## src/rtl/code_lock_consts.vh

```
`ifndef CODE_LOCK_CONSTS_VH
`define CODE_LOCK_CONSTS_VH

// signature byte locations in the programming address space
`define SIG_ADDR_MAKER       16'h0030
`define SIG_ADDR_SITE        16'h0031
`define SIG_ADDR_PART        16'h0060

// neutral identity values, arbitrary
`define SIG_VAL_MAKER        8'h5a
`define SIG_VAL_SITE         8'h3c
`define SIG_VAL_PART         8'h7e

// protection level codes (level n is code n-1)
`define LVL_1                2'h0
`define LVL_2                2'h1
`define LVL_3                2'h2
`define LVL_4                2'h3

// internal program memory size in bytes
`define INT_MEM_BYTES        17'h04000

// encryption table
`define ENC_DEPTH            32
`define ENC_IDX_W            5

// register port offsets
`define REG_STATUS           4'h0
`define REG_FLAGS            4'h1
`define REG_CTRL             4'h2
`define REG_PROG_REJ_CNT     4'h3
`define REG_VFY_REJ_CNT      4'h4
`define REG_CODE_TABLE_READ_INSTRUCTION_REJ_CNT     4'h5
`define REG_EXT_REJ_CNT      4'h6
`define REG_LAST_ADDR_LO     4'h7
`define REG_LAST_ADDR_HI     4'h8

// status register fields
`define ST_LEVEL_LSB         0
`define ST_EA_BIT            2
`define ST_ENC_BIT           3
`define ST_UNDEF_BIT         4

// sticky flag fields
`define FL_PROG_REJ          0
`define FL_VFY_REJ           1
`define FL_CODE_TABLE_READ_INSTRUCTION_REJ          2
`define FL_EXT_REJ           3

// control fields
`define CTRL_CNT_CLR         0
`define CTRL_CNT_EN          1
`define CTRL_RESET_VAL       8'h02

`endif

```

## src/rtl/sync_two_stage.v

```verilog
`timescale 1ns/100ps
module sync_two_stage #(
  parameter WIDTH = 1
) (
  // clock and reset
  input  wire             mclk,
  input  wire             rst,
  // data
  input  wire [WIDTH-1:0] async_in,
  output reg  [WIDTH-1:0] sync_out
);

  reg [WIDTH-1:0] meta_q;

  // first stage is read only by the second
  always @(posedge mclk) begin
    if (rst) begin
      meta_q   <= {WIDTH{1'b0}};
      sync_out <= {WIDTH{1'b0}};
    end else begin
      meta_q   <= async_in;
      sync_out <= meta_q;
    end
  end

endmodule

```

## src/rtl/encryption_table.v

```verilog
`timescale 1ns/100ps
`include "code_lock_consts.vh"
module encryption_table #(
  parameter DEPTH = `ENC_DEPTH,
  parameter IDX_W = `ENC_IDX_W
) (
  // clock
  input  wire             mclk,
  // table load
  input  wire             load_en,
  input  wire [IDX_W-1:0] load_idx,
  input  wire [7:0]       load_data,
  // scrambling
  input  wire             enc_active,
  input  wire [IDX_W-1:0] sel_idx,
  input  wire [7:0]       plain_in,
  output wire [7:0]       scrambled
);

  reg  [7:0] table_q [0:DEPTH-1];
  wire [7:0] key;

  // no read port: the key only ever leaves mixed with a code byte
  always @(posedge mclk) begin
    if (load_en) begin
      table_q[load_idx] <= load_data;
    end
  end

  assign key       = table_q[sel_idx];
  assign scrambled = enc_active ? ~(plain_in ^ key) : plain_in;

endmodule

```

## src/rtl/code_memory_lock_and_verify.v

```verilog
`timescale 1ns/100ps
`include "code_lock_consts.vh"
module code_memory_lock_and_verify #(
  parameter ADDR_W   = 16,
  parameter CNT_W    = 8,
  parameter SIG_MAKER = `SIG_VAL_MAKER,
  parameter SIG_SITE  = `SIG_VAL_SITE,
  parameter SIG_PART  = `SIG_VAL_PART
) (
  // clock and reset
  input  wire              mclk,
  input  wire              rst,
  // nonvolatile configuration, from outside the clock domain
  input  wire              lock_bit_first,
  input  wire              lock_bit_second,
  input  wire              lock_bit_third,
  input  wire              enc_programmed,
  input  wire              external_access_select,
  // programming system requests
  input  wire              prog_rd,
  input  wire              prog_sig,
  input  wire              prog_wr,
  input  wire              prog_enc_wr,
  input  wire [ADDR_W-1:0] prog_addr,
  input  wire [7:0]        prog_wdata,
  // programming system answers
  output reg  [7:0]        verify_data,
  output reg               verify_valid,
  output reg               verify_refused,
  output reg               prog_done,
  output reg               prog_refused,
  // code memory array
  output reg  [ADDR_W-1:0] mem_addr,
  output reg               mem_rd,
  output reg               mem_wr,
  output reg  [7:0]        mem_wdata,
  input  wire [7:0]        mem_rdata,
  // cpu side checks
  input  wire              cpu_code_table_read_instruction,
  input  wire [ADDR_W-1:0] cpu_code_table_read_instruction_addr,
  input  wire              cpu_exec_external,
  input  wire              cpu_ext_fetch,
  output reg               code_table_read_instruction_grant,
  output reg               code_table_read_instruction_block,
  output reg               ext_fetch_grant,
  output reg               ext_fetch_block,
  output reg               ea_effective,
  // register port
  input  wire [3:0]        reg_addr,
  input  wire [7:0]        reg_wdata,
  input  wire              reg_wr,
  input  wire              reg_rd,
  output reg  [7:0]        reg_rdata
);

  localparam IDX_W = `ENC_IDX_W;

  // verify pipeline states
  localparam VS_IDLE = 2'b00;
  localparam VS_MEM  = 2'b01;
  localparam VS_DATA = 2'b10;

  // level decode; undefined patterns fall through to the default
  function [1:0] lock_level;
    input b1;
    input b2;
    input b3;
    begin
      case ({b1, b2, b3})
        3'b000:  lock_level = `LVL_1;
        3'b100:  lock_level = `LVL_2;
        3'b110:  lock_level = `LVL_3;
        3'b111:  lock_level = `LVL_4;
        // undefined patterns are treated as the strictest level
        default: lock_level = `LVL_4;
      endcase
    end
  endfunction

  wire [4:0]  cfg_sync;
  wire        ea_pin_sync;
  reg  [1:0]  lock_q;
  reg         enc_q;
  reg  [1:0]  level_q;
  reg         undef_q;
  reg         ea_latched_q;
  reg  [1:0]  vstate_q;
  reg         vsig_q;
  reg  [7:0]  vsig_data_q;
  reg  [IDX_W-1:0] venc_idx_q;
  reg  [3:0]  flags_q;
  reg  [7:0]  ctrl_q;
  reg  [CNT_W-1:0] prog_rej_cnt_q;
  reg  [CNT_W-1:0] vfy_rej_cnt_q;
  reg  [CNT_W-1:0] code_table_read_instruction_rej_cnt_q;
  reg  [CNT_W-1:0] ext_rej_cnt_q;
  reg  [ADDR_W-1:0] last_addr_q;
  reg  [7:0]  rd_mux;
  wire [7:0]  scrambled;
  wire        lvl2_up;
  wire        lvl3_up;
  wire        lvl4;
  wire        enc_load;
  wire        prog_ok;
  wire        vfy_ok;
  wire        code_table_read_instruction_int;
  wire        code_table_read_instruction_deny;
  wire        ext_deny;
  wire        cnt_clr;
  wire        cnt_en;
  wire [3:0]  flag_set;

  // nonvolatile bits come from another domain
  sync_two_stage #(
    .WIDTH (5)
  ) u_cfg_sync (
    .mclk     (mclk),
    .rst      (1'b0),
    .async_in ({lock_bit_first, lock_bit_second, lock_bit_third,
                enc_programmed, external_access_select}),
    .sync_out (cfg_sync)
  );

  assign ea_pin_sync = cfg_sync[0];

  // sampled while rst is high; hold rst at least three cycles so the
  // synchroniser has settled before the last sample is taken
  always @(posedge mclk) begin
    if (rst) begin
      lock_q       <= cfg_sync[3:2];
      enc_q        <= cfg_sync[1];
      level_q      <= lock_level(cfg_sync[4], cfg_sync[3], cfg_sync[2]);
      undef_q      <= (lock_level(cfg_sync[4], cfg_sync[3], cfg_sync[2]) == `LVL_4) &&
                      (cfg_sync[4:2] != 3'b111);
      ea_latched_q <= ea_pin_sync;
    end
  end

  assign lvl2_up = (level_q != `LVL_1);
  assign lvl3_up = (level_q == `LVL_3) || (level_q == `LVL_4);
  assign lvl4    = (level_q == `LVL_4);

  // effective external-access select
  always @(posedge mclk) begin
    if (rst) begin
      ea_effective <= 1'b0;
    end else if (lvl2_up) begin
      ea_effective <= ea_latched_q;
    end else begin
      ea_effective <= ea_pin_sync;
    end
  end

  // programming of code memory and key table
  assign prog_ok  = ~lvl2_up;
  assign enc_load = prog_enc_wr & prog_ok;

  always @(posedge mclk) begin
    if (rst) begin
      mem_wr       <= 1'b0;
      mem_wdata    <= 8'h00;
      prog_done    <= 1'b0;
      prog_refused <= 1'b0;
    end else begin
      mem_wr       <= prog_wr & prog_ok;
      mem_wdata    <= prog_wr ? prog_wdata : mem_wdata;
      prog_done    <= (prog_wr | prog_enc_wr) & prog_ok;
      prog_refused <= (prog_wr | prog_enc_wr) & ~prog_ok;
    end
  end

  encryption_table #(
    .DEPTH (`ENC_DEPTH),
    .IDX_W (IDX_W)
  ) u_enc (
    .mclk       (mclk),
    .load_en    (enc_load),
    .load_idx   (prog_addr[IDX_W-1:0]),
    .load_data  (prog_wdata),
    .enc_active (enc_q),
    .sel_idx    (venc_idx_q),
    .plain_in   (mem_rdata),
    .scrambled  (scrambled)
  );

  // verify path: lock bits two and three both clear
  assign vfy_ok = ~lock_q[1] & ~lock_q[0] & ~lvl3_up;

  always @(posedge mclk) begin
    if (rst) begin
      vstate_q       <= VS_IDLE;
      vsig_q         <= 1'b0;
      vsig_data_q    <= 8'h00;
      venc_idx_q     <= {IDX_W{1'b0}};
      mem_addr       <= {ADDR_W{1'b0}};
      mem_rd         <= 1'b0;
      verify_data    <= 8'h00;
      verify_valid   <= 1'b0;
      verify_refused <= 1'b0;
    end else begin
      mem_rd         <= 1'b0;
      verify_valid   <= 1'b0;
      verify_refused <= 1'b0;
      case (vstate_q)
        VS_IDLE: begin
          if (prog_rd && prog_sig) begin
            vsig_q   <= 1'b1;
            vstate_q <= VS_MEM;
            case (prog_addr)
              `SIG_ADDR_MAKER: vsig_data_q <= SIG_MAKER;
              `SIG_ADDR_SITE:  vsig_data_q <= SIG_SITE;
              `SIG_ADDR_PART:  vsig_data_q <= SIG_PART;
              default:         vsig_data_q <= 8'h00;
            endcase
          end else if (prog_rd && vfy_ok) begin
            vsig_q     <= 1'b0;
            mem_addr   <= prog_addr;
            mem_rd     <= 1'b1;
            venc_idx_q <= prog_addr[IDX_W-1:0];
            vstate_q   <= VS_MEM;
          end else if (prog_rd) begin
            verify_data    <= 8'h00;
            verify_refused <= 1'b1;
          end
        end
        VS_MEM: begin
          vstate_q <= VS_DATA;
        end
        VS_DATA: begin
          // key byte never reaches this port on its own
          verify_data  <= vsig_q ? vsig_data_q : scrambled;
          verify_valid <= 1'b1;
          vstate_q     <= VS_IDLE;
        end
        default: begin
          vstate_q <= VS_IDLE;
        end
      endcase
    end
  end

  // table reads from external code into internal memory
  assign code_table_read_instruction_int      = ea_effective && ({1'b0, cpu_code_table_read_instruction_addr} < `INT_MEM_BYTES);
  assign code_table_read_instruction_deny     = cpu_code_table_read_instruction & cpu_exec_external & code_table_read_instruction_int & lvl2_up;
  assign ext_deny      = cpu_ext_fetch & lvl4;

  always @(posedge mclk) begin
    if (rst) begin
      code_table_read_instruction_grant      <= 1'b0;
      code_table_read_instruction_block      <= 1'b0;
      ext_fetch_grant <= 1'b0;
      ext_fetch_block <= 1'b0;
    end else begin
      code_table_read_instruction_grant      <= cpu_code_table_read_instruction & ~code_table_read_instruction_deny;
      code_table_read_instruction_block      <= code_table_read_instruction_deny;
      ext_fetch_grant <= cpu_ext_fetch & ~ext_deny;
      ext_fetch_block <= ext_deny;
    end
  end

  // sticky violation flags, write one to clear, a new event wins
  assign flag_set[`FL_PROG_REJ] = (prog_wr | prog_enc_wr) & ~prog_ok;
  assign flag_set[`FL_VFY_REJ]  = prog_rd & ~prog_sig & ~vfy_ok & (vstate_q == VS_IDLE);
  assign flag_set[`FL_CODE_TABLE_READ_INSTRUCTION_REJ] = code_table_read_instruction_deny;
  assign flag_set[`FL_EXT_REJ]  = ext_deny;

  genvar g;
  generate
    for (g = 0; g < 4; g = g + 1) begin : g_flag
      always @(posedge mclk) begin
        if (rst) begin
          flags_q[g] <= 1'b0;
        end else if (flag_set[g]) begin
          flags_q[g] <= 1'b1;
        end else if (reg_wr && reg_addr == `REG_FLAGS && reg_wdata[g]) begin
          flags_q[g] <= 1'b0;
        end
      end
    end
  endgenerate

  // control register steers the rejection counters
  always @(posedge mclk) begin
    if (rst) begin
      ctrl_q <= `CTRL_RESET_VAL;
    end else if (reg_wr && reg_addr == `REG_CTRL) begin
      ctrl_q <= reg_wdata;
    end else begin
      ctrl_q[`CTRL_CNT_CLR] <= 1'b0;
    end
  end

  assign cnt_clr = ctrl_q[`CTRL_CNT_CLR];
  assign cnt_en  = ctrl_q[`CTRL_CNT_EN];

  // counters saturate so a flood of attempts never wraps to zero
  always @(posedge mclk) begin
    if (rst || cnt_clr) begin
      prog_rej_cnt_q <= {CNT_W{1'b0}};
      vfy_rej_cnt_q  <= {CNT_W{1'b0}};
      code_table_read_instruction_rej_cnt_q <= {CNT_W{1'b0}};
      ext_rej_cnt_q  <= {CNT_W{1'b0}};
    end else if (cnt_en) begin
      if (flag_set[`FL_PROG_REJ] && ~&prog_rej_cnt_q) begin
        prog_rej_cnt_q <= prog_rej_cnt_q + {{(CNT_W-1){1'b0}}, 1'b1};
      end
      if (flag_set[`FL_VFY_REJ] && ~&vfy_rej_cnt_q) begin
        vfy_rej_cnt_q <= vfy_rej_cnt_q + {{(CNT_W-1){1'b0}}, 1'b1};
      end
      if (flag_set[`FL_CODE_TABLE_READ_INSTRUCTION_REJ] && ~&code_table_read_instruction_rej_cnt_q) begin
        code_table_read_instruction_rej_cnt_q <= code_table_read_instruction_rej_cnt_q + {{(CNT_W-1){1'b0}}, 1'b1};
      end
      if (flag_set[`FL_EXT_REJ] && ~&ext_rej_cnt_q) begin
        ext_rej_cnt_q <= ext_rej_cnt_q + {{(CNT_W-1){1'b0}}, 1'b1};
      end
    end
  end

  // address of the last refused programming or verify attempt
  always @(posedge mclk) begin
    if (rst) begin
      last_addr_q <= {ADDR_W{1'b0}};
    end else if (flag_set[`FL_PROG_REJ] || flag_set[`FL_VFY_REJ]) begin
      last_addr_q <= prog_addr;
    end
  end

  // read mux; nothing here reaches the key table
  always @* begin
    case (reg_addr)
      `REG_STATUS:       rd_mux = {3'b000, undef_q, enc_q, ea_effective, level_q};
      `REG_FLAGS:        rd_mux = {4'h0, flags_q};
      `REG_CTRL:         rd_mux = ctrl_q;
      `REG_PROG_REJ_CNT: rd_mux = prog_rej_cnt_q[7:0];
      `REG_VFY_REJ_CNT:  rd_mux = vfy_rej_cnt_q[7:0];
      `REG_CODE_TABLE_READ_INSTRUCTION_REJ_CNT: rd_mux = code_table_read_instruction_rej_cnt_q[7:0];
      `REG_EXT_REJ_CNT:  rd_mux = ext_rej_cnt_q[7:0];
      `REG_LAST_ADDR_LO: rd_mux = last_addr_q[7:0];
      `REG_LAST_ADDR_HI: rd_mux = last_addr_q[15:8];
      default:           rd_mux = 8'h00;
    endcase
  end

  // read data stands only in the cycle after the strobe
  always @(posedge mclk) begin
    if (rst) begin
      reg_rdata <= 8'h00;
    end else if (reg_rd) begin
      reg_rdata <= rd_mux;
    end else begin
      reg_rdata <= 8'h00;
    end
  end

endmodule

```

## config.mk

```make
export PLATFORM = sky130hd
export DESIGN_NAME = code_memory_lock_and_verify
export DESIGN_NICKNAME = d
export VERILOG_FILES = /design/src/rtl/sync_two_stage.v /design/src/rtl/encryption_table.v /design/src/rtl/code_memory_lock_and_verify.v
export VERILOG_INCLUDE_DIRS = /design/src /design/src/rtl
export SDC_FILE = /design/constraint.sdc
export NUM_CORES = 1
export LEC_CHECK = 0
export ABC_AREA = 1
export BUFFER_PORTS_ARGS = -buffer_cell sky130_fd_sc_hd__buf_2
export CORE_MARGIN = 8
export CORE_UTILIZATION = 55
export DETAILED_ROUTE_END_ITERATION = 16
export PLACE_DENSITY = 0.84
export SETUP_SLACK_MARGIN = 0.4
export SYNTH_ARGS = -nofsm -noshare
export SYNTH_HDL_FRONTEND = slang
export SYNTH_HIERARCHICAL = 1
export SYNTH_SLANG_ARGS = --single-unit
```

## constraint.sdc

```tcl
create_clock -name mclk -period 2.8 [get_ports mclk]
set_input_delay 0.56 -clock mclk [delete_from_list [all_inputs] [get_ports mclk]]
set_output_delay 0.56 -clock mclk [all_outputs]
set_load 0.02 [all_outputs]
```

# Yosys cells after proc, flatten, opt, wreduce, memory -nomap -nowiden
# Memory sizes are Yosys's and may differ from the RTL's. A register that Yosys moved wholly into a read port is not among the register bits.
# Cells that the tools add are included.
# totals
regBits	144
ramBits	256
input_bits	76
out_inout_bits	51
word_cells	174
memories	1
# mem_list
name	depth	width	read_ports	rd_ports_with_merged_regs	wr	line_no	rtl
u_enc.table_q	32	8	1	1	1	encryption_table.v:20	reg [7:0] table_q [0:DEPTH-1];
# classes
add_sub_neg	4
order_cmp	1
n_eq_ne	23
mux	31
n_bitwise	30
reduce_logical	47
# op_table
operator	n
$pmux W8 S9	1
$mux W8	5
$add A8 B1 Y8 const B	4
$eq A16 B6 Y1 const B	2
$reduce_and A8 Y1	4
$pmux W7 S3	1
$eq A16 B7 Y1 const B	1
$eq A4 B3 Y1 const B	4
$lt A16 B15 Y1 const B	1
$mux W1	16
$pmux W8 S2	1
$and A1 B1 Y1	15
$logic_and A1 B1 Y1	14
$reduce_bool A2 Y1	7
$not A1 Y1	12
$reduce_and A2 Y1	6
$mux W5	2
$eq A2 B2 Y1 const B	4
$eq A4 B2 Y1 const B	2
$not A8 Y8	1
$xor A8 B8 Y8	1
$eq A3 B3 Y1 const B	2
$mux W2	3
$ne A2 B2 Y1 const B	3
17 further kinds	24

# Longest topological paths before layout
# Gate-level depths: netlist of run 1.
# depth
depth_word	9
mapped_depth	18
mapped_depth_nobuf	16

# Modules after synthesis
# Netlist of run 1, hierarchy kept.
# modules_own_cells
module	instances	cells_each	area_per_inst_um2	seq_area_each_um2
encryption_table	1	1101	11267.1	7687.4
code_memory_lock_and_verify	1	805	5688.0	2552.4
sync_two_stage	1	31	286.5	200.2

# Worst setup path before layout of run 1
# No wires, ideal clock.
# synth_path
path_type	register -> register
startpoint	reg mem_addr[1] (netlist name)
endpoint	reg verify_data[5]
setup_ps	71
arrival_ps	1801
t_required_ps	2729
slack_ps	928
stages_incl_launch_ff	18
path_buffers	3
synth_period_minus_slack_ps	1872
path_cell_list	dfxtp_1 buf_4 inv_2 buf_4 buf_4 nand2_1 nand3_1 nand3_1 nand3_1 nand2_1 nand2_1 nand2_1 nand2_1 inv_1 inv_1 o21ai_0 nand2_1 a21oi_1
# synth_lines
item	line_no	rtl
end signal, assigned	code_memory_lock_and_verify.v:231	verify_data <= vsig_q ? vsig_data_q : scrambled;
end, declared	code_memory_lock_and_verify.v:27	output reg [7:0] verify_data,

# Worst setup path in the final report of run 1
# layout_path
startpoint	reg level_q[1]
endpoint	mem u_enc.table_q[12][3], enable pin
# layout_between
elab_chain_cells	5
# layout_rtl
item	line_no	rtl
start, declared	code_memory_lock_and_verify.v:84	reg [1:0] level_q;
start signal, assigned	code_memory_lock_and_verify.v:132	level_q <= lock_level(cfg_sync[4], cfg_sync[3], cfg_sync[2]);
$reduce_bool A2 Y1 (no line)	--	
$not A1 Y1	code_memory_lock_and_verify.v:155	assign prog_ok = ~lvl2_up;
$and A1 B1 Y1	code_memory_lock_and_verify.v:156	assign enc_load = prog_enc_wr & prog_ok;
net enc_load	code_memory_lock_and_verify.v:103	wire enc_load;
$mux W1	encryption_table.v:25	if (load_en) begin
$mux W1 (implied by the code)	encryption_table.v:26	table_q[load_idx] <= load_data;
end, declared	encryption_table.v:20	
# The timed path passes the listed nets, and every way through them passes these cells.

==> results of run 1 <==
timing repair:
item | in CTS | in global routing
hold buffers | 0 | 0
resized for setup | 0 | 10
setup buffers | 0 | 0
endpoints found under the setup margin | 0 | 20
layout by cell type (no fill, tap or decap), types with 12 or more instances in the layout:
| master | n |
|---|---|
| sky130_fd_sc_hd__nand2_1 | 561 |
| sky130_fd_sc_hd__nand3_1 | 279 |
| sky130_fd_sc_hd__edfxtp_1 | 263 |
| sky130_fd_sc_hd__inv_1 | 235 |
| sky130_fd_sc_hd__nor2_1 | 161 |
| sky130_fd_sc_hd__dfxtp_1 | 125 |
| sky130_fd_sc_hd__buf_2 | 112 |
| sky130_fd_sc_hd__o21ai_0 | 70 |
| sky130_fd_sc_hd__a21oi_1 | 68 |
| sky130_fd_sc_hd__buf_4 | 43 |
| sky130_fd_sc_hd__clkbuf_16 | 42 |
| sky130_fd_sc_hd__o21ai_1 | 12 |
logic make-up (layout without fill, tap and decap cells):
family          count (synthesis)  in the layout  share of synthesized area [%]
compound gates                155            155                          4.572
xor+xnor                        9              9                         0.4572
fa+ha+maj                       4              4                         0.2903
buf+inv                       325            481                          8.215
flops                         390            390                          60.55
other cells                     1              1                        0.02175
simple gates                 1053           1053                          25.89
sequential cells by signal (all words and copies together) (netlist names), 3 cells and up:
register,cells
last_addr_q,16
mem_wdata,8
prog_rej_cnt_q,8
vsig_data_q,3
code_table_read_instruction_rej_cnt_q,8
u_enc/table_q,256
reg_rdata,8
mem_addr,16
ctrl_q,8
vfy_rej_cnt_q,8
flags_q,4
verify_data,8
u_cfg_sync/meta_q,5
u_cfg_sync/sync_out,5
ext_rej_cnt_q,8
where the power goes:
group	total (µW)	switching, µW	internal [µW]	leakage, µW
logic	713	514	199	0.00437
registers	6290	56.7	6230	0.00341
clock network	5290	2190	3100	0.000630
per-layer routing:
metal	up-vias	part of all wire [%]
li1	6542	-
met1	6658	37
met2	881	48
met3	153	10
met4	0	4.2
met5	-	0
metrics by stage:
| step | util, % | instance area [µm²] | worst slack, ns | total power [µW] |
|---|---|---|---|---|
| 6_report | 62.92 | 19650 | 0.4879 | 12290 |
| 5_1_grt | 62.92 | 19650 | 0.3295 | 12640 |
| 4_1_cts | 62.64 | 19560 | 0.4054 | 12310 |
| 3_5_place_dp | 58.50 | 18270 | 0.4374 | 7091 |
| 3_3_place_gp | 58.50 | 18270 | 0.4932 | 7066 |
| 2_1_floorplan | - | 17240 | 0.9284 | 6808 |
layout make-up:
class	count	share of cell area [%]
clock buffers	48	5.247
clock inverters	24	1.331
inverters	244	4.674
multi-input cells	1222	27.48
flip-flops and latches	390	53.15
well taps	402	2.560
repair buffers	165	5.552
worst max-delay path by stage:
stage                                       to  slack (ns)  depth (start not counted)
after floorplan                 verify_data[5]        0.93                         17
after global placement    u_enc/table_q[14][1]        0.49                          5
after detailed placement  u_enc/table_q[14][0]        0.44                          5
after CTS                 u_enc/table_q[14][4]        0.41                          5
after global routing            verify_data[2]        0.33                         15
final                     u_enc/table_q[12][3]        0.49                          6
critical path, delay by kind of cell (launching register included):
kind | cells | cell delay, ns
buffers and inverters | 2 | 0.33
DFF | 1 | 0.46
and+or+nand+nor | 4 | 1.23
==> qor.json, run 1 <==
{
  "worst_setup_path": {
    "endpoint_kind": "flip-flop",
    "crit_fanout": 8,
    "rr_startpoint": "level_q[1]",
    "worst_path_largest_cell_delay_ns": 0.55,
    "cp_slowest_cell": "sky130_fd_sc_hd__nand3b_1",
    "worstReg2RegEnd": "u_enc/table_q[12][3]",
    "timing.critical_path.from_type": "flip-flop",
    "timing.reg2reg.worst_path_depth": 6,
    "setup.worst_path.class": "flip-flop to flip-flop",
    "critPathLaunch": "level_q[1]",
    "worst_path_most_repeated_cell": "sky130_fd_sc_hd__nor2_1",
    "path_cells": "inv_2, nand2_2, nor2_1, nand3b_1, nor2_1, buf_4",
    "critical_path_required_ns": 3.04,
    "worst_ep_arrival_time_ns": 2.55,
    "ff2ff_setup_slack_ns": 0.49
  },
  "cts": {
    "cts_made_buffers": 39,
    "cts_tree": "done",
    "cts.reportedPaths.clkPinSlew_ns": 0.06,
    "root_buffer": "sky130_fd_sc_hd__clkbuf_16",
    "tritoncts_num_sinks": 390,
    "clock_insertion_delay_at_the_later_pin_of_the_skew_report_ns": 0.54,
    "cts-htree-levels": 2,
    "cts_buffer_depth": 3
  },
  "sta": {
    "totalNegativeSetupSlack_ns": 0,
    "final-setup-viol-count": 0,
    "report.final.slew_viol_count": 0,
    "final.period_utilization_pct": 82.57,
    "final-hold-violation-count": 0,
    "period_minus_slack_ns": 2.312,
    "tightest_pin_transition_ns": 0.7692,
    "slew_headroom_pct": 48.72,
    "worst_hold_slack_ns": 0.2299,
    "fmaxAchievable_ghz": 0.4325,
    "rsz0062_at_grt": "yes",
    "fin_worst_skew_ns": 0.02626
  },
  "floorplanning": {
    "rows": 65,
    "die_area_um2": 37270,
    "core_area_um2": 31230,
    "ios": 127,
    "floorplan.initialDensity_pct": 55.21,
    "die_height_um": 193.1,
    "die_x_um": 193.1
  },
  "final_layout": {
    "fillers": 2365,
    "finish.cell_count_without_fillers": 2495,
    "final_net_count": 2142,
    "diodes": 0,
    "area_of_the_multi_input_gates_um2": 5400,
    "post_route_cells_drive_above_1_share_pct": 12.66,
    "seq_area_um2": 10450,
    "area_delta_synth_final_pct": 13.97
  },
  "synthesis": {
    "synth.most_common_cell": "sky130_fd_sc_hd__nand2_1",
    "ys.warnings.count": 6,
    "synth_top_area_share_pct": 45.81,
    "postSynthCellCount": 1937,
    "synth_enable_flop_cells": 263,
    "syn_nets": 2017,
    "ys_types": 35,
    "synth_top_cells_by_count": "sky130_fd_sc_hd__nand2_1, sky130_fd_sc_hd__nand3_1, sky130_fd_sc_hd__edfxtp_1",
    "seq_area_frac_synth_pct": 60.55,
    "synth_async_sr_flop_share_pct": 0,
    "synth-main-ff-cell": "sky130_fd_sc_hd__edfxtp_1",
    "synthDominantAreaCellType": "sky130_fd_sc_hd__edfxtp_1",
    "ys_top_cells_by_area": "sky130_fd_sc_hd__edfxtp_1, sky130_fd_sc_hd__dfxtp_1, sky130_fd_sc_hd__nand2_1",
    "syn_area_um2": 17240,
    "synth.avg_cell_area_um2": 8.901,
    "synth_register_bits": 390
  },
  "global_routing": {
    "grt_start_max_net_pins": 74,
    "grt.met2_usage_pct": 40.35,
    "groute.layer.met1.usage_pct": 29.78,
    "total_grt_overflow": 0,
    "grt_pass1_vias": 13780,
    "globalRoute.busiestLayer": "met2",
    "grtUsageTotal_pct": 24.04,
    "grt_pass1_wl_um": 70640,
    "antenna_found_initial": 0,
    "use_met3_pct": 4.640
  },
  "power_and_ir_drop": {
    "total_leakage_power_uw": 0.008414,
    "vdd_drop_max_mv": 0.6519,
    "power_per_cell_area_nw_per_um2": 625.3
  },
  "hold_path": {
    "hold_end": "u_cfg_sync/meta_q[3]",
    "worstHoldPathType": "input port to flip-flop",
    "hold_path_depth": 3,
    "startpoint_of_the_worst_hold_path": "lock_bit_second"
  },
  "route": {
    "drt.antenna.violating_nets": 0,
    "wirelength_um": 45620,
    "detail_route.drc_violations": 0,
    "vias_per_cell": 5.705,
    "via_count": 14230,
    "dr.pass1.iters": 6,
    "routed_wire_length_per_instance_um": 18.28,
    "detail_route.iter0.violations": 1743
  },
  "place": {
    "detailedPlacementHpwl_um": 28050,
    "gp_congestion": 0.9245,
    "numPlacedInstances": 2421,
    "port_buffers": 112
  },
  "run_status": {
    "status": "finished, final reports clean"
  },
  "job": {
    "max-cap-violations": 0
  }
}
(Power assumes the default switching activity.)
==> run 2, diff against run 1 <==
- ABC_AREA: 1 -> 0
- clock period: 2.8 -> 2.4 ns (I/O delays scaled with it)
==> run 2 against run 1 <==
Net effect:
- global-route usage is 0.89 points lower
- fmax is 1.6% higher
- non-clock buffer count is 46 higher
- critical endpoint is now verify_data[1]
- highest routed layer is now met5
==> qor.json, run 2 <==
{
  "worst_setup_path": {
    "worst_path_largest_cell_delay": {"value": 0.51, "unit": "ns", "change": "was 0.55 ns"},
    "timing.critical_path.from_type": {"value": "flip-flop", "change": "unchanged"},
    "setup.worst_path.class": {"value": "flip-flop to flip-flop", "change": "unchanged"},
    "worst_ep_arrival_time": {"value": 2.69, "unit": "ns", "change": "was 2.55 ns"},
    "rr_startpoint": {"value": "mem_addr[0]", "change": "was level_q[1]"},
    "worstReg2RegEnd": {"value": "verify_data[1]", "change": "was u_enc/table_q[12][3]"},
    "crit_fanout": {"value": 16, "change": "was 8"},
    "path_cells": {"value": "buf_12, buf_12, buf_4, mux2i_1, mux4_2, o21ai_1, a31oi_1, xor2_1, mux2i_1, o2bb2ai_1", "change": "was inv_2, nand2_2, nor2_1, nand3b_1, nor2_1, buf_4"},
    "endpoint_kind": {"value": "flip-flop", "change": "unchanged"},
    "ff2ff_setup_slack": {"value": 0.13, "unit": "ns", "change": "was 0.49 ns"},
    "critical_path_required": {"value": 2.82, "unit": "ns", "change": "was 3.04 ns"},
    "cp_slowest_cell": {"value": "sky130_fd_sc_hd__mux4_2", "change": "was sky130_fd_sc_hd__nand3b_1"},
    "timing.reg2reg.worst_path_depth": {"value": 10, "change": "was 6"}
  },
  "synthesis": {
    "synth_top_cells_by_count": {"value": "sky130_fd_sc_hd__edfxtp_1, sky130_fd_sc_hd__dfxtp_1, sky130_fd_sc_hd__nor2_1", "change": "was sky130_fd_sc_hd__nand2_1, sky130_fd_sc_hd__nand3_1, sky130_fd_sc_hd__edfxtp_1"},
    "synth.avg_cell_area": {"value": 14.64, "unit": "µm²", "change": "was 8.901 µm²"},
    "ys_types": {"value": 77, "change": "was 35"},
    "postSynthCellCount": {"value": 1082, "change": "was 1937"},
    "synth_register_bits": {"value": 390, "change": "unchanged"},
    "ys_top_cells_by_area": {"value": "sky130_fd_sc_hd__edfxtp_1, sky130_fd_sc_hd__dfxtp_1, sky130_fd_sc_hd__mux4_2", "change": "was sky130_fd_sc_hd__edfxtp_1, sky130_fd_sc_hd__dfxtp_1, sky130_fd_sc_hd__nand2_1"},
    "synth-main-ff-cell": {"value": "sky130_fd_sc_hd__edfxtp_1", "change": "unchanged"},
    "seq_area_frac_synth": {"value": 65.92, "unit": "%", "change": "was 60.55%"},
    "synth_async_sr_flop_share": {"value": 0, "unit": "%", "change": "unchanged"},
    "synth_enable_flop_cells": {"value": 263, "change": "unchanged"},
    "syn_area": {"value": 15840, "unit": "µm²", "change": "was 17240 µm²"},
    "synth_top_area_share": {"value": 49.87, "unit": "%", "change": "was 45.81%"},
    "synthDominantAreaCellType": {"value": "sky130_fd_sc_hd__edfxtp_1", "change": "unchanged"},
    "ys.warnings.count": {"value": 6, "change": "unchanged"},
    "synth.most_common_cell": {"value": "sky130_fd_sc_hd__edfxtp_1", "change": "was sky130_fd_sc_hd__nand2_1"}
  },
  "sta": {
    "fin_worst_skew": {"value": 0.01943, "unit": "ns", "change": "was 0.02626 ns"},
    "slew_headroom": {"value": 53.62, "unit": "%", "change": "was 48.72%"},
    "final.period_utilization": {"value": 94.78, "unit": "%", "change": "was 82.57%"},
    "fmaxAchievable": {"value": 0.4396, "unit": "GHz", "change": "was 0.4325 GHz"},
    "report.final.slew_viol_count": {"value": 0, "change": "unchanged"},
    "tightest_pin_transition": {"value": 0.6957, "unit": "ns", "change": "was 0.7692 ns"},
    "final-setup-viol-count": {"value": 0, "change": "unchanged"},
    "totalNegativeSetupSlack": {"value": 0, "unit": "ns", "change": "unchanged"},
    "final-hold-violation-count": {"value": 0, "change": "unchanged"},
    "rsz0062_at_grt": {"value": "yes", "change": "unchanged"},
    "period_minus_slack": {"value": 2.275, "unit": "ns", "change": "was 2.312 ns"}
  },
  "place": {
    "detailedPlacementHpwl": {"value": 26360, "unit": "µm", "change": "was 28050 µm"},
    "gp_congestion": {"value": 0.9375, "change": "was 0.9245"},
    "port_buffers": {"value": 112, "change": "unchanged"}
  },
  "cts": {
    "cts-htree-levels": {"value": 2, "change": "unchanged"},
    "cts_buffer_depth": {"value": 3, "change": "unchanged"},
    "cts_tree": {"value": "done", "change": "unchanged"},
    "cts.reportedPaths.clkPinSlew": {"value": 0.06, "unit": "ns", "change": "about the same"},
    "clock_insertion_delay_at_the_later_pin_of_the_skew_report": {"value": 0.53, "unit": "ns", "change": "was 0.54 ns"},
    "tritoncts_num_sinks": {"value": 390, "change": "unchanged"},
    "cts_made_buffers": {"value": 40, "change": "was 39"},
    "root_buffer": {"value": "sky130_fd_sc_hd__clkbuf_16", "change": "unchanged"}
  },
  "route": {
    "detail_route.drc_violations": {"value": 0, "change": "unchanged"},
    "vias_per_cell": {"value": 6.217, "change": "was 5.705"},
    "routed_wire_length_per_instance": {"value": 23.83, "unit": "µm", "change": "was 18.28 µm"},
    "drt.antenna.violating_nets": {"value": 0, "change": "unchanged"},
    "dr.pass1.iters": {"value": 7, "change": "was 6"},
    "via_count": {"value": 10610, "change": "was 14230"},
    "wirelength": {"value": 40660, "unit": "µm", "change": "was 45620 µm"},
    "detail_route.iter0.violations": {"value": 1110, "change": "was 1743"}
  },
  "hold_path": {
    "hold_end": {"value": "u_cfg_sync/meta_q[3]", "change": "unchanged"},
    "startpoint_of_the_worst_hold_path": {"value": "lock_bit_second", "change": "unchanged"},
    "worstHoldPathType": {"value": "input port to flip-flop", "change": "unchanged"},
    "hold_path_depth": {"value": 2, "change": "was 3"}
  },
  "job": {
    "max-cap-violations": {"value": 0, "change": "unchanged"}
  },
  "floorplanning": {
    "die_x": {"value": 185.7, "unit": "µm", "change": "was 193.1 µm"},
    "core_area": {"value": 28550, "unit": "µm²", "change": "was 31230 µm²"},
    "die_height": {"value": 185.7, "unit": "µm", "change": "was 193.1 µm"},
    "rows": {"value": 62, "change": "was 65"},
    "die_area": {"value": 34480, "unit": "µm²", "change": "was 37270 µm²"},
    "ios": {"value": 127, "change": "unchanged"},
    "floorplan.initialDensity": {"value": 55.47, "unit": "%", "change": "was 55.21%"}
  },
  "final_layout": {
    "largest-register": {"value": "u_enc/table_q", "change": "unchanged"},
    "layout_commonest_cell": {"value": "sky130_fd_sc_hd__edfxtp_1", "change": "was sky130_fd_sc_hd__nand2_1"},
    "post_route_cells_drive_above_1_share": {"value": 32.10, "unit": "%", "change": "was 12.66%"},
    "most-common-layout-cells": {"value": "sky130_fd_sc_hd__edfxtp_1, sky130_fd_sc_hd__dfxtp_1, sky130_fd_sc_hd__buf_2", "change": "was sky130_fd_sc_hd__nand2_1, sky130_fd_sc_hd__nand3_1, sky130_fd_sc_hd__edfxtp_1"},
    "final_net_count": {"value": 1369, "change": "was 2142"},
    "area_delta_synth_final": {"value": 21.18, "unit": "%", "change": "was 13.97%"},
    "largest_registers_in_the_final_layout": {"value": "u_enc/table_q (256), last_addr_q (16), mem_addr (16)", "change": "unchanged"},
    "largest_register_ff_count": {"value": 256, "change": "unchanged"}
  },
  "run_status": {
    "status": {"value": "finished, final reports clean", "change": "unchanged"}
  },
  "global_routing": {
    "grt_pass1_vias": {"value": 10570, "change": "was 13780"},
    "grtUsageTotal": {"value": 23.14, "unit": "%", "change": "was 24.04%"},
    "grt_start_max_net_pins": {"value": 40, "change": "was 74"},
    "grt_pass1_wl": {"value": 60720, "unit": "µm", "change": "was 70640 µm"},
    "antenna_found_initial": {"value": 6, "change": "was 0"},
    "total_grt_overflow": {"value": 0, "change": "unchanged"}
  },
  "power_and_ir_drop": {
    "design_power_total": {"value": 14460, "unit": "µW", "change": "was 12290 µW"},
    "total_leakage_power": {"value": 0.006698, "unit": "µW", "change": "was 0.008414 µW"},
    "power_per_cell_area": {"value": 753.3, "unit": "nW/µm²", "change": "was 625.3 nW/µm²"},
    "vdd_drop_max": {"value": 0.5493, "unit": "mV", "change": "was 0.6519 mV"}
  }
}
[run 2: cell count changes in the layout (fill, tap and decap cells not counted), moves of 23 or more]
cell / change
sky130_fd_sc_hd__o21ai_0: -57
sky130_fd_sc_hd__buf_4: +40
sky130_fd_sc_hd__nor2_1: -87
sky130_fd_sc_hd__nand2_1: -522
sky130_fd_sc_hd__mux4_2: +54
sky130_fd_sc_hd__mux2_2: +23
sky130_fd_sc_hd__a21oi_1: -31
sky130_fd_sc_hd__nand3_1: -240
sky130_fd_sc_hd__a22o_1: +24
sky130_fd_sc_hd__inv_1: -221
sky130_fd_sc_hd__mux2i_1: +55
[run 2: what timing repair did]
item,in CTS,in global routing
setup endpoints to repair,97,247
setup buffers,18,21
hold buffers,0,0
cloned,1,1
resized for setup,17,49
pin swaps,6,20
[run 2: power by group]
part	internal, µW	switching (µW)	leakage [µW]	total, µW
clock network	3790	2530	0.000664	6320
logic	310	500	0.00263	810
registers	7260	70.8	0.00341	7330
[run 2: final cells by class]
type | count | area (µm²)
Inverter | 16 | 60.06
Clock inverter | 18 | 210.2
Antenna cell | 1 | 2.502
Fill cell | 1944 | 9356
Timing Repair Buffer | 211 | 1485
Clock buffer | 56 | 1144
Sequential cell | 390 | 10450
Multi-Input combinational cell | 630 | 5358
Tap cell | 384 | 480.5
[run 2: stage by stage]
| stage | setup slack [ns] | instances | instance area (µm²) | hold slack (ns) | util (%) |
|---|---|---|---|---|---|
| after floorplan | 0.3751 | 1091 | 15990 | 0.3855 | - |
| after global placement | 0.1526 | 1590 | 17210 | 0.3953 | 60.27 |
| after detailed placement | 0.06286 | 1590 | 17210 | 0.3968 | 60.27 |
| after CTS | 0.1900 | 1683 | 18800 | 0.1542 | 65.85 |
| after global routing | 0.02843 | 1706 | 19190 | 0.1700 | 67.22 |
| final | 0.1252 | 1706 | 19190 | 0.1693 | 67.22 |
[run 2: metal layers]
metal,vias up,share of wire [%],track usage (%)
met3,101,8.9,5.231
met5,-,0.16,0
met1,5270,38,28.36
met2,576,50,39.05
met4,10,3.5,9.908
li1,4650,-,-
[run 2: cell families (layout without fill, tap and decap cells)]
logic type                 Yosys count  count (layout)  synth area share, %
DFF                                390             390                65.92
and+or+nand+nor                    284             284                9.584
AOI/OAI and AO/OA                  180             180                7.932
muxes                              138             138                13.17
buffers and inverters               71             301                2.276
xor gates and xnor gates            14              14               0.7742
adders and majority gates            4               4               0.3160
other                                1              11              0.02368
[run 2: worst max-delay path: cells and delay by family (launching register included)]
kind                      cells  cell delay (ns)
buffers and inverters         3             0.44
muxes                         3             0.77
DFF                           1             0.36
xor gates and xnor gates      1             0.17
AOI/OAI and AO/OA             3             0.43
[run 2: how the worst max path moves through the flow]
stage                endpoint  slack (ns)  depth (start not counted)         from
4_1_cts        verify_data[2]        0.19                          7  mem_addr[0]
3_3_place_gp   verify_data[5]        0.15                          7  mem_addr[0]
2_1_floorplan  verify_data[1]        0.38                          9  mem_addr[0]
6_report       verify_data[1]        0.13                         10  mem_addr[0]
5_1_grt        verify_data[6]        0.03                         10  mem_addr[0]
3_5_place_dp   verify_data[5]        0.06                          8  mem_addr[1]
==> run 3, diff against run 2 <==
- CTS_BUF_LIST: default -> sky130_fd_sc_hd__clkbuf_4
==> run 3 against run 2 <==
Net effect:
- register-to-register slack better by 0.05 ns
- die area stayed put
- sequential cell count stayed put
- fmax is 2.4% higher
- combinational power is 3.2% higher
- largest cell class unchanged
==> qor.json, run 3 (same netlist as run 2, synthesis figures left out) <==
{
  "route": {
    "via_count": {"value": 11110, "change": "was 10610"},
    "detail_route.iter0.violations": {"value": 1068, "change": "was 1110"},
    "routed_wire_length_per_instance": {"value": 22.47, "unit": "µm", "change": "was 23.83 µm"},
    "dr.pass1.iters": {"value": 6, "change": "was 7"},
    "vias_per_cell": {"value": 6.058, "change": "was 6.217"},
    "drt.antenna.violating_nets": {"value": 0, "change": "unchanged"},
    "detail_route.drc_violations": {"value": 0, "change": "unchanged"},
    "wirelength": {"value": 41220, "unit": "µm", "change": "was 40660 µm"}
  },
  "final_layout": {
    "layout_commonest_cell": {"value": "sky130_fd_sc_hd__edfxtp_1", "change": "unchanged"},
    "largest-register": {"value": "u_enc/table_q", "change": "unchanged"},
    "largest_registers_in_the_final_layout": {"value": "u_enc/table_q (256), last_addr_q (16), mem_addr (16)", "change": "unchanged"},
    "most-common-layout-cells": {"value": "sky130_fd_sc_hd__edfxtp_1, sky130_fd_sc_hd__clkbuf_4, sky130_fd_sc_hd__dfxtp_1", "change": "was sky130_fd_sc_hd__edfxtp_1, sky130_fd_sc_hd__dfxtp_1, sky130_fd_sc_hd__buf_2"},
    "finalCoreUtilization": {"value": 67.77, "unit": "%", "change": "was 67.22%"},
    "area_delta_synth_final": {"value": 22.16, "unit": "%", "change": "was 21.18%"},
    "final_net_count": {"value": 1444, "change": "was 1369"},
    "post_route_cells_drive_above_1_share": {"value": 34.64, "unit": "%", "change": "was 32.10%"},
    "largest_register_ff_count": {"value": 256, "change": "unchanged"}
  },
  "cts": {
    "cts_buffer_depth": {"value": 3, "change": "unchanged"},
    "cts.reportedPaths.clkPinSlew": {"value": 0.07, "unit": "ns", "change": "was 0.06 ns"},
    "cts_tree": {"value": "done", "change": "unchanged"},
    "tritoncts_num_sinks": {"value": 390, "change": "unchanged"},
    "cts_made_buffers": {"value": 97, "change": "was 40"},
    "root_buffer": {"value": "sky130_fd_sc_hd__clkbuf_4", "change": "was sky130_fd_sc_hd__clkbuf_16"},
    "cts-htree-levels": {"value": 3, "change": "was 2"},
    "clock_insertion_delay_at_the_later_pin_of_the_skew_report": {"value": 0.75, "unit": "ns", "change": "was 0.53 ns"}
  },
  "worst_setup_path": {
    "setup.worst_path.class": {"value": "flip-flop to flip-flop", "change": "unchanged"},
    "crit_fanout": {"value": 9, "change": "was 16"},
    "worst_ep_arrival_time": {"value": 2.86, "unit": "ns", "change": "was 2.69 ns"},
    "timing.critical_path.from_type": {"value": "flip-flop", "change": "unchanged"},
    "endpoint_kind": {"value": "flip-flop", "change": "unchanged"},
    "critical_path_required": {"value": 3.04, "unit": "ns", "change": "was 2.82 ns"},
    "timing.reg2reg.worst_path_depth": {"value": 9, "change": "was 10"}
  },
  "place": {
    "detailedPlacementHpwl": {"value": 26360, "unit": "µm", "change": "unchanged"},
    "port_buffers": {"value": 112, "change": "unchanged"},
    "gp_congestion": {"value": 0.9375, "change": "unchanged"}
  },
  "sta": {
    "final-hold-violation-count": {"value": 0, "change": "unchanged"},
    "period_minus_slack": {"value": 2.222, "unit": "ns", "change": "was 2.275 ns"},
    "final.period_utilization": {"value": 92.56, "unit": "%", "change": "was 94.78%"},
    "slew_headroom": {"value": 53.56, "unit": "%", "change": "was 53.62%"},
    "totalNegativeSetupSlack": {"value": 0, "unit": "ns", "change": "unchanged"},
    "report.final.slew_viol_count": {"value": 0, "change": "unchanged"},
    "rsz0062_at_grt": {"value": "yes", "change": "unchanged"},
    "fin_worst_skew": {"value": 0.06156, "unit": "ns", "change": "was 0.01943 ns"},
    "final-setup-viol-count": {"value": 0, "change": "unchanged"},
    "fmaxAchievable": {"value": 0.4501, "unit": "GHz", "change": "was 0.4396 GHz"},
    "tightest_pin_transition": {"value": 0.6967, "unit": "ns", "change": "was 0.6957 ns"}
  },
  "global_routing": {
    "groute.layer.met1.usage": {"value": 28.94, "unit": "%", "change": "was 28.36%"},
    "grtUsageTotal": {"value": 23.86, "unit": "%", "change": "was 23.14%"},
    "grt_pass1_wl": {"value": 62650, "unit": "µm", "change": "was 60720 µm"},
    "total_grt_overflow": {"value": 0, "change": "unchanged"},
    "grt_pass1_vias": {"value": 11280, "change": "was 10570"},
    "globalRoute.busiestLayer": {"value": "met2", "change": "unchanged"},
    "use_met3": {"value": 5.739, "unit": "%", "change": "was 5.231%"},
    "grt_start_max_net_pins": {"value": 40, "change": "unchanged"},
    "antenna_found_initial": {"value": 4, "change": "was 6"},
    "grt.met2_usage": {"value": 39.71, "unit": "%", "change": "was 39.05%"}
  },
  "power_and_ir_drop": {
    "vdd_drop_max": {"value": 0.4035, "unit": "mV", "change": "was 0.5493 mV"},
    "total_leakage_power": {"value": 0.006883, "unit": "µW", "change": "was 0.006698 µW"},
    "power_per_cell_area": {"value": 717.3, "unit": "nW/µm²", "change": "was 753.3 nW/µm²"}
  },
  "floorplanning": {
    "rows": {"value": 62, "change": "unchanged"},
    "die_height": {"value": 185.7, "unit": "µm", "change": "unchanged"},
    "die_area": {"value": 34480, "unit": "µm²", "change": "unchanged"},
    "ios": {"value": 127, "change": "unchanged"},
    "floorplan.initialDensity": {"value": 55.47, "unit": "%", "change": "unchanged"},
    "core_area": {"value": 28550, "unit": "µm²", "change": "unchanged"},
    "die_x": {"value": 185.7, "unit": "µm", "change": "unchanged"}
  },
  "hold_path": {
    "worstHoldPathType": {"value": "input port to flip-flop", "change": "unchanged"},
    "hold_path_depth": {"value": 3, "change": "was 2"}
  },
  "run_status": {
    "status": {"value": "finished, final reports clean", "change": "unchanged"}
  },
  "job": {
    "max-cap-violations": {"value": 0, "change": "unchanged"}
  }
}
run 3: cell type report:
type	count	area, µm²
antenna	1	2.502
clock buffer	146	1096
clock inverter	38	224.0
fill	1939	9201
inverter	16	60.06
multi-input combinational	630	5301
sequential	390	10450
tap	384	480.5
timing repair buffer	229	1729
run 3: worst paths after layout:
kind / slack [ns] / startpoint / endpoint
worst max register to register: 0.18 / mem_addr[0] / verify_data[3]
worst max-delay path: 0.18 / mem_addr[0] / verify_data[3]
worst min-delay path: 0.06 / cpu_ext_fetch / ext_fetch_grant
worst min register to register: 0.41 / u_cfg_sync/sync_out[1] / enc_q
run 3: power breakdown:
group | internal [µW] | switching, µW
Clock | 3030 | 2690
Sequential | 7250 | 68.5
Combinational | 331 | 505
Total | 10600 | 3260
run 3: critical path, cell delays in order, from the launching register on:
cell	delay, ns
sky130_fd_sc_hd__dfxtp_4	0.36
sky130_fd_sc_hd__buf_12	0.14
sky130_fd_sc_hd__buf_12	0.14
sky130_fd_sc_hd__mux2i_2	0.16
sky130_fd_sc_hd__mux4_2	0.55
sky130_fd_sc_hd__a2111oi_4	0.33
sky130_fd_sc_hd__a31oi_1	0.09
sky130_fd_sc_hd__xor2_1	0.16
sky130_fd_sc_hd__mux2i_1	0.15
sky130_fd_sc_hd__o2bb2ai_1	0.07
run 3: repair_timing:
| action | in CTS | in global routing |
|---|---|---|
| buffers inserted | 26 | 6 |
| pin swaps | 11 | 14 |
| resized for setup | 32 | 26 |
| hold buffers | 22 | 1 |
| hold endpoints to repair | 26 | 1 |
| endpoints found under the setup margin | 99 | 182 |
| cloned | 2 | 2 |
run 3: layer usage:
layer / vias up / share of wire [%]
met5: - / 0.082
met4: 6 / 3.9
met3: 119 / 8.9
met2: 623 / 50
met1: 5480 / 38
li1: 4882 / -
run 3: through the flow:
| step | hold WS [ns] | power (µW) | setup slack, ns | instances | cell area, µm² |
|---|---|---|---|---|---|
| finish | 0.05896 | 13880 | 0.1785 | 1834 | 19350 |
| detailed placement | 0.3968 | 8219 | 0.06286 | 1590 | 17210 |
| floorplan | 0.3855 | 7893 | 0.3751 | 1091 | 15990 |
| global placement | 0.3953 | 8187 | 0.1526 | 1590 | 17210 |
| CTS | 0.0002665 | 13930 | 0.2242 | 1824 | 19160 |
| global route | 0.009104 | 14410 | 0.09376 | 1834 | 19350 |
